--- config.mk ---
export PLATFORM = sky130hd
export DESIGN_NAME = psr_regs
export DESIGN_NICKNAME = d
export VERILOG_FILES = /design/src/hdl/psr_pkg.sv /design/src/hdl/psr_sync.sv /design/src/hdl/psr_regs.sv
export SDC_FILE = /design/constraint.sdc
export NUM_CORES = 1
export LEC_CHECK = 0
export ABC_AREA = 0
export BUFFER_PORTS_ARGS = -buffer_cell sky130_fd_sc_hd__clkbuf_2
export CAP_MARGIN = 20
export CELL_PAD_IN_SITES_DETAIL_PLACEMENT = 2
export CELL_PAD_IN_SITES_GLOBAL_PLACEMENT = 2
export CORE_UTILIZATION = 29
export DETAILED_ROUTE_END_ITERATION = 6
export PLACE_DENSITY = 0.74
export SLEW_MARGIN = 20
export SYNTH_ARGS = -nofsm -noshare
export SYNTH_HDL_FRONTEND = slang
export SYNTH_HIERARCHICAL = 1
export SYNTH_SLANG_ARGS = --single-unit
--- constraint.sdc ---
create_clock -name clk -period 1.17 [get_ports clk]
set_input_delay 0.0585 -clock clk [delete_from_list [all_inputs] [get_ports clk]]
set_output_delay 0.0585 -clock clk [all_outputs]
set_load 0.01 [all_outputs]
--- src/hdl/psr_pkg.sv ---
// Package for the port status and reset register bank
package psr_pkg;
    // ------------------------------------------------------------------
    // Register indices; the byte address on the bus is index*4
    // ------------------------------------------------------------------
    localparam logic [7:0] PSR_IDX_P1_STATUS_B  = 8'h1F;
    localparam logic [7:0] PSR_IDX_P2_STATUS_B  = 8'h2F;
    localparam logic [7:0] PSR_IDX_P3_STATUS_B  = 8'h3F;
    localparam logic [7:0] PSR_IDX_P1_STATUS_A  = 8'h1E;
    localparam logic [7:0] PSR_IDX_P2_STATUS_A  = 8'h2E;
    localparam logic [7:0] PSR_IDX_RESET_CTRL   = 8'h43;
    localparam int         PSR_ADDR_W           = 10;
    // ------------------------------------------------------------------
    // Field positions
    // ------------------------------------------------------------------
    localparam int PSR_BIT_XOVER    = 7;
    localparam int PSR_BIT_RSVD     = 6;
    localparam int PSR_BIT_POL      = 5;
    localparam int PSR_BIT_TXFC     = 4;
    localparam int PSR_BIT_RXFC     = 3;
    localparam int PSR_BIT_SPEED    = 2;
    localparam int PSR_BIT_DUPLEX   = 1;
    localparam int PSR_BIT_FAULT    = 0;
    localparam int PSR_BIT_AUTONEG_CPL = 6;
    localparam int PSR_BIT_LINKGOOD = 5;
    localparam int PSR_BIT_SWRST    = 4;
    localparam int PSR_BIT_CODRST   = 0;
    // ------------------------------------------------------------------
    // Reset values
    // ------------------------------------------------------------------
    localparam logic       PSR_XOVER_RST = 1'b1;
    localparam logic [1:0] PSR_RSTCTL_RST = 2'b00;
endpackage

--- src/hdl/psr_sync.sv ---
// Three-stage pin synchroniser with second/third stage agreement
`timescale 1ns/100ps
`default_nettype none
module psr_sync #(
    parameter int W = 1
) (
    // Clock and reset
    input  wire logic         clk,
    input  wire logic         resetn,
    // Data
    input  wire logic [W-1:0] d,
    output logic      [W-1:0] q
);
    logic [W-1:0] s1_r;
    logic [W-1:0] s2_r;
    logic [W-1:0] s3_r;

    // Stage chain; the first stage only feeds the second
    always_ff @(posedge clk) begin
        if (!resetn) begin
            s1_r <= '0;
            s2_r <= '0;
            s3_r <= '0;
        end else begin
            s1_r <= d;
            s2_r <= s1_r;
            s3_r <= s2_r;
        end
    end

    // Per bit, accept a change only once stages two and three agree
    always_ff @(posedge clk) begin
        if (!resetn) begin
            q <= '0;
        end else begin
            for (int i = 0; i < W; i++) begin
                if (s2_r[i] == s3_r[i]) begin
                    q[i] <= s3_r[i];
                end
            end
        end
    end
endmodule
`default_nettype wire

--- src/hdl/psr_regs.sv ---
// Port link status and global reset register bank, Avalon-MM slave
//
// Summary of operation
// - Status register B of ports 1,2,3 at 0x1F, 0x2F, 0x3F, same layout.
// - Bit 7 selects crossover scheme, 1 first scheme; default 1; PHY ports only.
// - Bit 6 reserved, reads 0; software leaves it at default.
// - Bit 5 reads reversed receive polarity, 10BT only, not port 3.
// - Bit 4 reads 1 while transmit pause flow control is active.
// - Bit 3 reads 1 while receive pause flow control is active.
// - Bit 2 reads link speed: 1 is 100 Mbps, 0 is 10 Mbps.
// - Bit 1 reads link duplex: 1 full, 0 half.
// - Bit 0 reads remote fault detected, port 1 only.
// - Reset control register at 0x43, bits 4 and 0, both default 0.
// - Bit 4 set returns all registers to reset values except bit 0 here, straps kept.
// - Bit 0 set resets the coding layer state machines and clock domain.
// - Status register A of ports 1,2: autoneg complete bit 6, link good bit 5.
//
// The Avalon-MM register port was decided locally.
`timescale 1ns/100ps
`default_nettype none
module psr_regs
    import psr_pkg::*;
(
    // Clock and reset
    input  wire logic                  clk,
    input  wire logic                  resetn,
    // Avalon-MM slave
    input  wire logic [PSR_ADDR_W-1:0] avs_address,
    input  wire logic                  avs_read,
    input  wire logic                  avs_write,
    input  wire logic [31:0]           avs_writedata,
    input  wire logic [3:0]            avs_byteenable,
    output logic      [31:0]           avs_readdata,
    output logic                       avs_waitrequest,
    output logic [1:0]                 avs_response,
    // Live link state per port, index 0 is port 1
    input  wire logic [2:0]            link_pol_reversed,
    input  wire logic [2:0]            link_tx_pause,
    input  wire logic [2:0]            link_rx_pause,
    input  wire logic [2:0]            link_speed_100,
    input  wire logic [2:0]            link_full_duplex,
    input  wire logic [2:0]            link_remote_fault,
    input  wire logic [1:0]            autoneg_complete,
    input  wire logic [1:0]            link_good,
    // Controls toward the PHYs
    output logic      [1:0]            crossover_scheme_select,
    output logic                       coding_layer_reset,
    output logic                       soft_reset_pulse
);
    // ------------------------------------------------------------------
    // Slave handshake states
    // ------------------------------------------------------------------
    typedef enum logic [1:0] {
        PSR_IDLE = 2'b00,
        PSR_ACK  = 2'b01,
        PSR_REL  = 2'b11
    } psr_state_t;

    // Bit positions inside the synchronised live-state vector
    localparam int LV_POL   = 0;
    localparam int LV_TXFC  = 3;
    localparam int LV_RXFC  = 6;
    localparam int LV_SPEED = 9;
    localparam int LV_DUPLX = 12;
    localparam int LV_FAULT = 15;
    localparam int LV_AN    = 18;
    localparam int LV_LINK  = 20;
    localparam int NSYNC    = 22;

    psr_state_t  state_r;
    logic [NSYNC-1:0] live_raw;
    logic [NSYNC-1:0] live;
    logic [1:0]  xover_r;
    logic        swrst_r;
    logic        codrst_r;
    logic        soft_clr;
    logic [7:0]  idx;
    logic        wr_hit;
    logic [7:0]  rd_byte;
    logic        rd_ok;

    // ------------------------------------------------------------------
    // Pin synchronisers: all status arrives from other clock domains
    // ------------------------------------------------------------------
    assign live_raw = {link_good, autoneg_complete, link_remote_fault,
                       link_full_duplex, link_speed_100, link_rx_pause,
                       link_tx_pause, link_pol_reversed};

    psr_sync #(.W(NSYNC)) u_sync (
        .clk    (clk),
        .resetn (resetn),
        .d      (live_raw),
        .q      (live)
    );

    // Byte address to register index
    assign idx    = avs_address[PSR_ADDR_W-1:2];
    // A write lands on the edge that also sees waitrequest low, as the master expects
    assign wr_hit = (state_r == PSR_ACK) && avs_write && avs_byteenable[0];
    // Software reset acts one cycle after the write lands
    assign soft_clr = swrst_r;

    // ------------------------------------------------------------------
    // Bus handshake: waitrequest high by default, low one cycle to ack
    // ------------------------------------------------------------------
    always_ff @(posedge clk) begin
        if (!resetn) begin
            state_r         <= PSR_IDLE;
            avs_waitrequest <= 1'b1;
        end else begin
            unique case (state_r)
                PSR_IDLE: begin
                    if (avs_read || avs_write) begin
                        state_r         <= PSR_ACK;
                        avs_waitrequest <= 1'b0;
                    end
                end
                PSR_ACK: begin
                    state_r         <= PSR_REL;
                    avs_waitrequest <= 1'b1;
                end
                PSR_REL: begin
                    // Gap cycle so a held request is not taken twice
                    state_r <= PSR_IDLE;
                end
                default: begin
                    state_r         <= PSR_IDLE;
                    avs_waitrequest <= 1'b1;
                end
            endcase
        end
    end

    // ------------------------------------------------------------------
    // Crossover scheme select, PHY ports only
    // ------------------------------------------------------------------
    always_ff @(posedge clk) begin
        if (!resetn || soft_clr) begin
            xover_r <= {2{PSR_XOVER_RST}};
        end else if (wr_hit) begin
            if (idx == PSR_IDX_P1_STATUS_B) begin
                xover_r[0] <= avs_writedata[PSR_BIT_XOVER];
            end
            if (idx == PSR_IDX_P2_STATUS_B) begin
                xover_r[1] <= avs_writedata[PSR_BIT_XOVER];
            end
        end
    end

    // ------------------------------------------------------------------
    // Reset control register; write of 1 sets, write of 0 clears
    // ------------------------------------------------------------------
    always_ff @(posedge clk) begin
        if (!resetn) begin
            swrst_r  <= PSR_RSTCTL_RST[1];
            codrst_r <= PSR_RSTCTL_RST[0];
        end else if (soft_clr) begin
            // Self-clearing; the coding-layer request stays until written 0
            swrst_r  <= PSR_RSTCTL_RST[1];
        end else if (wr_hit && idx == PSR_IDX_RESET_CTRL) begin
            swrst_r  <= avs_writedata[PSR_BIT_SWRST];
            codrst_r <= avs_writedata[PSR_BIT_CODRST];
        end
    end

    // Drive control outputs from flops
    always_ff @(posedge clk) begin
        if (!resetn) begin
            crossover_scheme_select <= {2{PSR_XOVER_RST}};
            coding_layer_reset      <= 1'b0;
            soft_reset_pulse        <= 1'b0;
        end else begin
            crossover_scheme_select <= xover_r;
            coding_layer_reset      <= codrst_r;
            soft_reset_pulse        <= swrst_r;
        end
    end

    // ------------------------------------------------------------------
    // Read mux; read-only bits come only from live state
    // ------------------------------------------------------------------
    always_comb begin
        rd_byte = 8'h00;
        rd_ok   = 1'b1;
        // Polarity passes through at any speed; it only means something at 10BT
        unique case (idx)
            PSR_IDX_P1_STATUS_B: begin
                rd_byte[PSR_BIT_XOVER]  = xover_r[0];
                rd_byte[PSR_BIT_RSVD]   = 1'b0;
                rd_byte[PSR_BIT_POL]    = live[LV_POL];
                rd_byte[PSR_BIT_TXFC]   = live[LV_TXFC];
                rd_byte[PSR_BIT_RXFC]   = live[LV_RXFC];
                rd_byte[PSR_BIT_SPEED]  = live[LV_SPEED];
                rd_byte[PSR_BIT_DUPLEX] = live[LV_DUPLX];
                rd_byte[PSR_BIT_FAULT]  = live[LV_FAULT];
            end
            PSR_IDX_P2_STATUS_B: begin
                rd_byte[PSR_BIT_XOVER]  = xover_r[1];
                rd_byte[PSR_BIT_RSVD]   = 1'b0;
                rd_byte[PSR_BIT_POL]    = live[LV_POL + 1];
                rd_byte[PSR_BIT_TXFC]   = live[LV_TXFC + 1];
                rd_byte[PSR_BIT_RXFC]   = live[LV_RXFC + 1];
                rd_byte[PSR_BIT_SPEED]  = live[LV_SPEED + 1];
                rd_byte[PSR_BIT_DUPLEX] = live[LV_DUPLX + 1];
                rd_byte[PSR_BIT_FAULT]  = 1'b0;
            end
            PSR_IDX_P3_STATUS_B: begin
                // The MII port has no PHY: scheme, polarity and fault read 0
                rd_byte[PSR_BIT_XOVER]  = 1'b0;
                rd_byte[PSR_BIT_RSVD]   = 1'b0;
                rd_byte[PSR_BIT_POL]    = 1'b0;
                rd_byte[PSR_BIT_TXFC]   = live[LV_TXFC + 2];
                rd_byte[PSR_BIT_RXFC]   = live[LV_RXFC + 2];
                rd_byte[PSR_BIT_SPEED]  = live[LV_SPEED + 2];
                rd_byte[PSR_BIT_DUPLEX] = live[LV_DUPLX + 2];
                rd_byte[PSR_BIT_FAULT]  = 1'b0;
            end
            PSR_IDX_P1_STATUS_A: begin
                rd_byte[PSR_BIT_AUTONEG_CPL] = live[LV_AN];
                rd_byte[PSR_BIT_LINKGOOD]    = live[LV_LINK];
            end
            PSR_IDX_P2_STATUS_A: begin
                rd_byte[PSR_BIT_AUTONEG_CPL] = live[LV_AN + 1];
                rd_byte[PSR_BIT_LINKGOOD]    = live[LV_LINK + 1];
            end
            PSR_IDX_RESET_CTRL: begin
                rd_byte[PSR_BIT_SWRST]  = swrst_r;
                rd_byte[PSR_BIT_CODRST] = codrst_r;
            end
            default: begin
                rd_ok = 1'b0;
            end
        endcase
    end

    // Read data registered when the answer is given
    always_ff @(posedge clk) begin
        if (!resetn) begin
            avs_readdata <= 32'h0000_0000;
            avs_response <= 2'b00;
        end else if (state_r == PSR_IDLE && (avs_read || avs_write)) begin
            avs_readdata <= avs_read ? {24'h00_0000, rd_byte} : 32'h0000_0000;
            avs_response <= rd_ok ? 2'b00 : 2'b11;
        end
    end

    // ------------------------------------------------------------------
    // Checks
    // ------------------------------------------------------------------
    // Reset defaults of the writable fields
    a_xover_default: assert property (
        @(posedge clk) $rose(resetn) |-> xover_r == 2'b11)
        else $error("crossover default wrong");
    a_ctl_default: assert property (
        @(posedge clk) $rose(resetn) |-> !swrst_r && !codrst_r)
        else $error("reset control default wrong");

    // Read data: reserved, upper and not-applicable bits stay zero
    a_rsvd_zero: assert property (
        @(posedge clk) disable iff (!resetn)
        !avs_waitrequest && avs_read && (idx == PSR_IDX_P1_STATUS_B
        || idx == PSR_IDX_P2_STATUS_B || idx == PSR_IDX_P3_STATUS_B)
        |-> avs_readdata[PSR_BIT_RSVD] == 1'b0)
        else $error("reserved bit nonzero");
    a_port3_zero: assert property (
        @(posedge clk) disable iff (!resetn)
        !avs_waitrequest && avs_read && idx == PSR_IDX_P3_STATUS_B |->
        !avs_readdata[PSR_BIT_XOVER] && !avs_readdata[PSR_BIT_POL]
        && !avs_readdata[PSR_BIT_FAULT])
        else $error("port 3 bit not zero");
    a_upper_zero: assert property (
        @(posedge clk) disable iff (!resetn)
        !avs_waitrequest |-> avs_readdata[31:8] == 24'h00_0000)
        else $error("upper read data nonzero");

    // Writable fields take the written value, others ignore writes
    a_scheme_write: assert property (
        @(posedge clk) disable iff (!resetn)
        wr_hit && idx == PSR_IDX_P1_STATUS_B |=>
        xover_r[0] == $past(avs_writedata[PSR_BIT_XOVER]))
        else $error("scheme bit write lost");
    a_ro_ignored: assert property (
        @(posedge clk) disable iff (!resetn)
        wr_hit && idx == PSR_IDX_P3_STATUS_B |=> $stable(xover_r))
        else $error("port 3 write changed state");

    // Software reset restores the fields, clears itself and pulses once
    a_swrst_clear: assert property (
        @(posedge clk) disable iff (!resetn)
        swrst_r |=> !swrst_r && xover_r == 2'b11)
        else $error("soft reset did not restore");
    a_pulse_once: assert property (
        @(posedge clk) disable iff (!resetn)
        swrst_r |=> soft_reset_pulse ##1 !soft_reset_pulse)
        else $error("soft reset pulse wrong");
    a_coding_follow: assert property (
        @(posedge clk) disable iff (!resetn)
        coding_layer_reset == $past(codrst_r))
        else $error("coding reset not driven");

    // Handshake: one answer cycle, one cycle after the request is taken
    a_ack_one: assert property (
        @(posedge clk) disable iff (!resetn)
        !avs_waitrequest |=> avs_waitrequest)
        else $error("ack longer than one cycle");
    a_ack_bound: assert property (
        @(posedge clk) disable iff (!resetn)
        state_r == PSR_IDLE && (avs_read || avs_write) |=> !avs_waitrequest)
        else $error("late answer");

    // Main scenarios
    c_read: cover property (@(posedge clk) avs_read && !avs_waitrequest);
    c_write: cover property (@(posedge clk) avs_write && !avs_waitrequest);
    c_swrst: cover property (@(posedge clk) swrst_r);
    c_full_reset: cover property (@(posedge clk) soft_reset_pulse && coding_layer_reset);
endmodule
`default_nettype wire

Word-level counts from Yosys, hierarchy flattened
Index checks and enable logic that the tools add are counted.

Muxes and demuxes: 12. Bitwise gates (word level): 4. Reduce and logical (&&, ||, !) cells: 14. Equality and inequality tests: 28.

Operators by type and width (count): 8-bit by 6-bit equality test with 1-bit output, second input constant (3); 1-bit equality test (19); 8-bit by 5-bit equality test with 1-bit output, second input constant (2); 3-bit one-hot mux with 3 select lines (1); 8-bit by 7-bit equality test with 1-bit output, second input constant (1); 8-bit 2-to-1 mux (1); 2-bit one-hot mux with 4 select lines (1); 2-bit AND reduction (4); 1-bit one-hot mux with 2 select lines (3); 6-bit OR reduction (1); 1-bit logical AND (4); 2-bit 2-to-1 mux (2); 1-bit NOT (4); 1-bit one-hot mux with 4 select lines (1); 2-bit one-hot mux with 2 select lines (1); 3-bit OR reduction (1); 2-bit by 1-bit equality test with 1-bit output, second input constant (1); 2-bit equality test, second input constant (1); 2-bit zero test (1); 1-bit logical OR (2); 1-bit 2-to-1 mux (2); 2-bit by 1-bit != test with 1-bit output, second input constant (1); 1-bit zero test (1).

Input bits: 72. Output and inout bits: 39. Bits in registers: 130. Word-level logic and storage cells: 91.

Longest topological paths before layout
Depth in word-level cells: 6. Gate-level depth with buffers: 6. Gate-level depth less buffers: 4.

Hierarchy
Netlist, hierarchy kept.

Modules (own cells, without submodules): psr_sync (seq. area each 1761.7 um2, times used 1, area each 2592.5 um2, cells each 229); psr_regs (seq. area each 400.4 um2, times used 1, area each 1208.7 um2, cells each 123).

Least setup slack after synthesis
OpenSTA, ideal clock, no wires.

Path type: reg2reg. Start: register state_r[0]. End: register xover_r[1]. Arrival time: 1.144 ns. Path slack: -0.094 ns. Stages on the path, launching flop included: 5. Buffers on the path: 0. Cell sequence: dfxtp_1 > nand4b_4 > nor4b_4 > mux2i_1 > nand2_1.

Word-level cells in the longest chain between the ends: 4.

RTL lines: start, declared (RTL line psr_regs.sv:70) `psr_state_t state_r;`; start signal, assigned (RTL line psr_regs.sv:108) `state_r <= PSR_IDLE;`; start signal, assigned (RTL line psr_regs.sv:114) `state_r <= PSR_ACK;`; start signal, assigned (RTL line psr_regs.sv:119) `state_r <= PSR_REL;`; 2-bit by 1-bit equality test with 1-bit output (RTL line psr_regs.sv:99) `assign wr_hit = (state_r == PSR_ACK) && avs_write && avs_byteenable[0];`; 1-bit logical AND (2 in a row) (RTL line psr_regs.sv:99); 2-bit AND reduction (no line); end signal, assigned (RTL line psr_regs.sv:139) `xover_r <= {2{PSR_XOVER_RST}};`; end signal, assigned (RTL line psr_regs.sv:145) `xover_r[1] <= avs_writedata[PSR_BIT_XOVER];`; end, declared (RTL line psr_regs.sv:73) `logic [1:0] xover_r;`.

Every way passes these cells. A chain may end at the register's enable or synchronous reset.

Worst setup path in the final report
Start: register state_r[0]. End: register avs_readdata[2].

Word-level cells in the longest chain between the ends: 2.

RTL lines: 2-bit zero test (RTL line psr_regs.sv:241) `end else if (state_r == PSR_IDLE && (avs_read || avs_write)) begin`; 1-bit logical AND (RTL line psr_regs.sv:241); end signal, assigned (RTL line psr_regs.sv:242) `avs_readdata <= avs_read ? {24'h00_0000, rd_byte} : 32'h0000_0000;`; end, declared (RTL line psr_regs.sv:33) `output logic [31:0] avs_readdata,`.

Every way passes these cells.

==> summary.txt <==
Run status
  • Run status: finished with violations
  • Failing checks: DRC, setup timing

GRT
  • Total gr overflow: 0
  • Total GRT Usage: 0.141
  • First-pass GRT wire length: approximately 13000 um
  • Vias in the first global route: ~2700
  • Initial antenna violation count: 0
  • Largest net degree at the start of global routing: 75

Detailed routing
  • Vias per cell: between 4 and 5
  • Post-route ant nets: 0
  • Starting DRT DRC Count: between 60 and 70
  • Drt drc: 8
  • DR vias: around 2500
  • Drt wl/cell: about 15 um
  • Drt pass-1 iters: 6
  • WL final: between 8000 and 9000 um

Pwr
  • Pleak: around 1.9 nW
  • Pwr/cell area: 1590 mW/mm^2
  • Power Total: between 0.007 and 0.008 W
  • Worst VDD drop: around 0.00099 V

Timing
  • Setup ws final: -0.0838 ns
  • Setup violators final: 9
  • Max Slew Vio Count: 0
  • FMAX: about 800 MHz
  • Fin crit period: between 1 and 1.5 ns
  • RSZ-0062 raised after global routing: yes
  • Final hold vios: 0
  • Final period utilization: 1.07
  • Layout Skew: between 0.006 and 0.007 ns

Clock tree
  • CTS sink cnt: between 90 and 100
  • Root Driver: clkbuf_16
  • Max Buffers Root-to-Sink: 2
  • Clk pin slew, worst setup/hold paths: about 0.07 ns
  • # H-tree levels: 3
  • Clk_lat worst skew: 0.34 ns
  • Total CTS buffers: 9
  • CTS tree: yes

Worst setup path
  • Crit-path max FO: 4
  • Setup crit start kind: flop
  • Worst Setup Path Type: reg -> reg
  • Critical path data required time: roughly 1.5 ns
  • Worst EP arrival: between 1.5 and 2 ns
  • Setup crit end kind: flop

Place
  • Port Buf Inserts: 49
  • GP Congestion: roughly 0.7
  • DP Cell Count: around 520
  • Worst slack at placement: -0.203 ns
  • DP HPWL: 5610 um

Floorplan
  • Die area: 0.0124 mm^2
  • Die Y-Extent: about 110 um
  • Row count: 39
  • Initial Utilization: 0.300
  • Core Area: roughly 0.012 mm^2
  • Die span in x: between 100 and 150 um
  • # IOs: 111

Flow run
  • Max-Cap Viols: 0

Logic synthesis
  • Synthesized area: about 0.0035 mm^2
  • Cells after Synth: between 300 and 400
  • Syn_area_per_cell: roughly 11 um^2
  • Ys Warns: 6

Finish
  • Share of layout cells above drive strength 1: 0.263
  • Final core utilization: 0.389
  • Fillers: approximately 1200
  • Finished Layout Cells: 557
  • Layout net count: 481
  • Diode count: 0
  • Layout area overhead: 29.6%

Hold path
  • Type of the tightest min-delay check: in -> reg
[sequential cells by signal, indices dropped and copies added, names as in the netlist]
name and cells:
soft_reset_pulse 1, u_sync/s3_r 19, avs_waitrequest 1, crossover_scheme_select 2, avs_response 1, codrst_r 1, u_sync/q 19, state_r 2
u_sync/s2_r 19, u_sync/s1_r 19, xover_r 2, coding_layer_reset 1, avs_readdata 8, soft_clr 1
[critical path: stages, from the launching register on]
cell and delay (ns):
dfxtp_4 0.37, nor3b_4 0.26, nand2_2 0.12, nor3_4 0.24
a22o_1 0.19
[area by class of cell]
| type | count | area, um^2 | share of cell area |
|---|---|---|---|
| clock buffer | 9 | 225 | 0.0503 |
| clock inverter | 7 | 106 | 0.0237 |
| inverter | 1 | 3.75 | 0.000838 |
| multi-input combinational | 210 | 1390 | 0.310 |
| sequential | 96 | 1930 | 0.431 |
| tap | 143 | 179 | 0.0399 |
| timing repair buffer | 91 | 644 | 0.144 |
[per-layer routing]
metal,share of wire,routed length [um],track usage
met1,0.40,3350,0.151
met2,0.54,4470,0.261
met3,0.046,384,0.0481
met4,0.0089,74,0.0387
met5,0,0,0
[through the flow]
stage / TNS (ns) / hold WS, ns / instance area (um^2)
2_1_floorplan: -0.0539 / 0.177 / 3540
3_3_place_gp: -0.312 / 0.264 / 3860
3_5_place_dp: -1.15 / 0.272 / 3860
4_1_cts: -0.225 / 0.0595 / 4470
5_1_grt: -0.839 / 0.107 / 4480
6_report: -0.394 / 0.0712 / 4480
[power breakdown]
part	switching, W	internal (W)	leakage [nW]
sequential	0.0000475	0.00336	0.787
clock	0.00133	0.00192	0.163
combinational	0.000238	0.000245	0.905
[path summary, 6_finish.rpt]
kind,slack [ns],endpoint,depth (start not counted),start
worst min-delay path,0.07,state_r[0],3,avs_read
worst min register to register,0.43,u_sync/s2_r[1],1,u_sync/s1_r[1]
worst max-delay path,-0.08,avs_readdata[2],4,state_r[0]
worst max register to register,-0.08,avs_readdata[2],4,state_r[0]
[placed cells by master (no fill, tap or decap), types with 3 or more instances in the layout]
cell / instances
a21boi_0: 19
a22o_1: 9
a32oi_1: 3
and2_1: 59
buf_4: 17
clkbuf_16: 9
clkbuf_2: 49
conb_1: 24
dfxtp_1: 92
dlygate4sd3_1: 22
inv_6: 4
mux2_2: 4
nand2_1: 25
nand2b_1: 3
nor2_1: 7
nor3_1: 3
o21ai_0: 19
[what timing repair did]
action / 4_1_cts / 5_1_grt
endpoints found under the hold margin: 23 / 0
gates resized for setup: 15 / 1
pin swaps: 4 / 2
setup endpoints to repair: 9 / 7
buffers inserted: 0 / 1
hold buffers: 22 / 0
(Power assumes the default switching activity.)
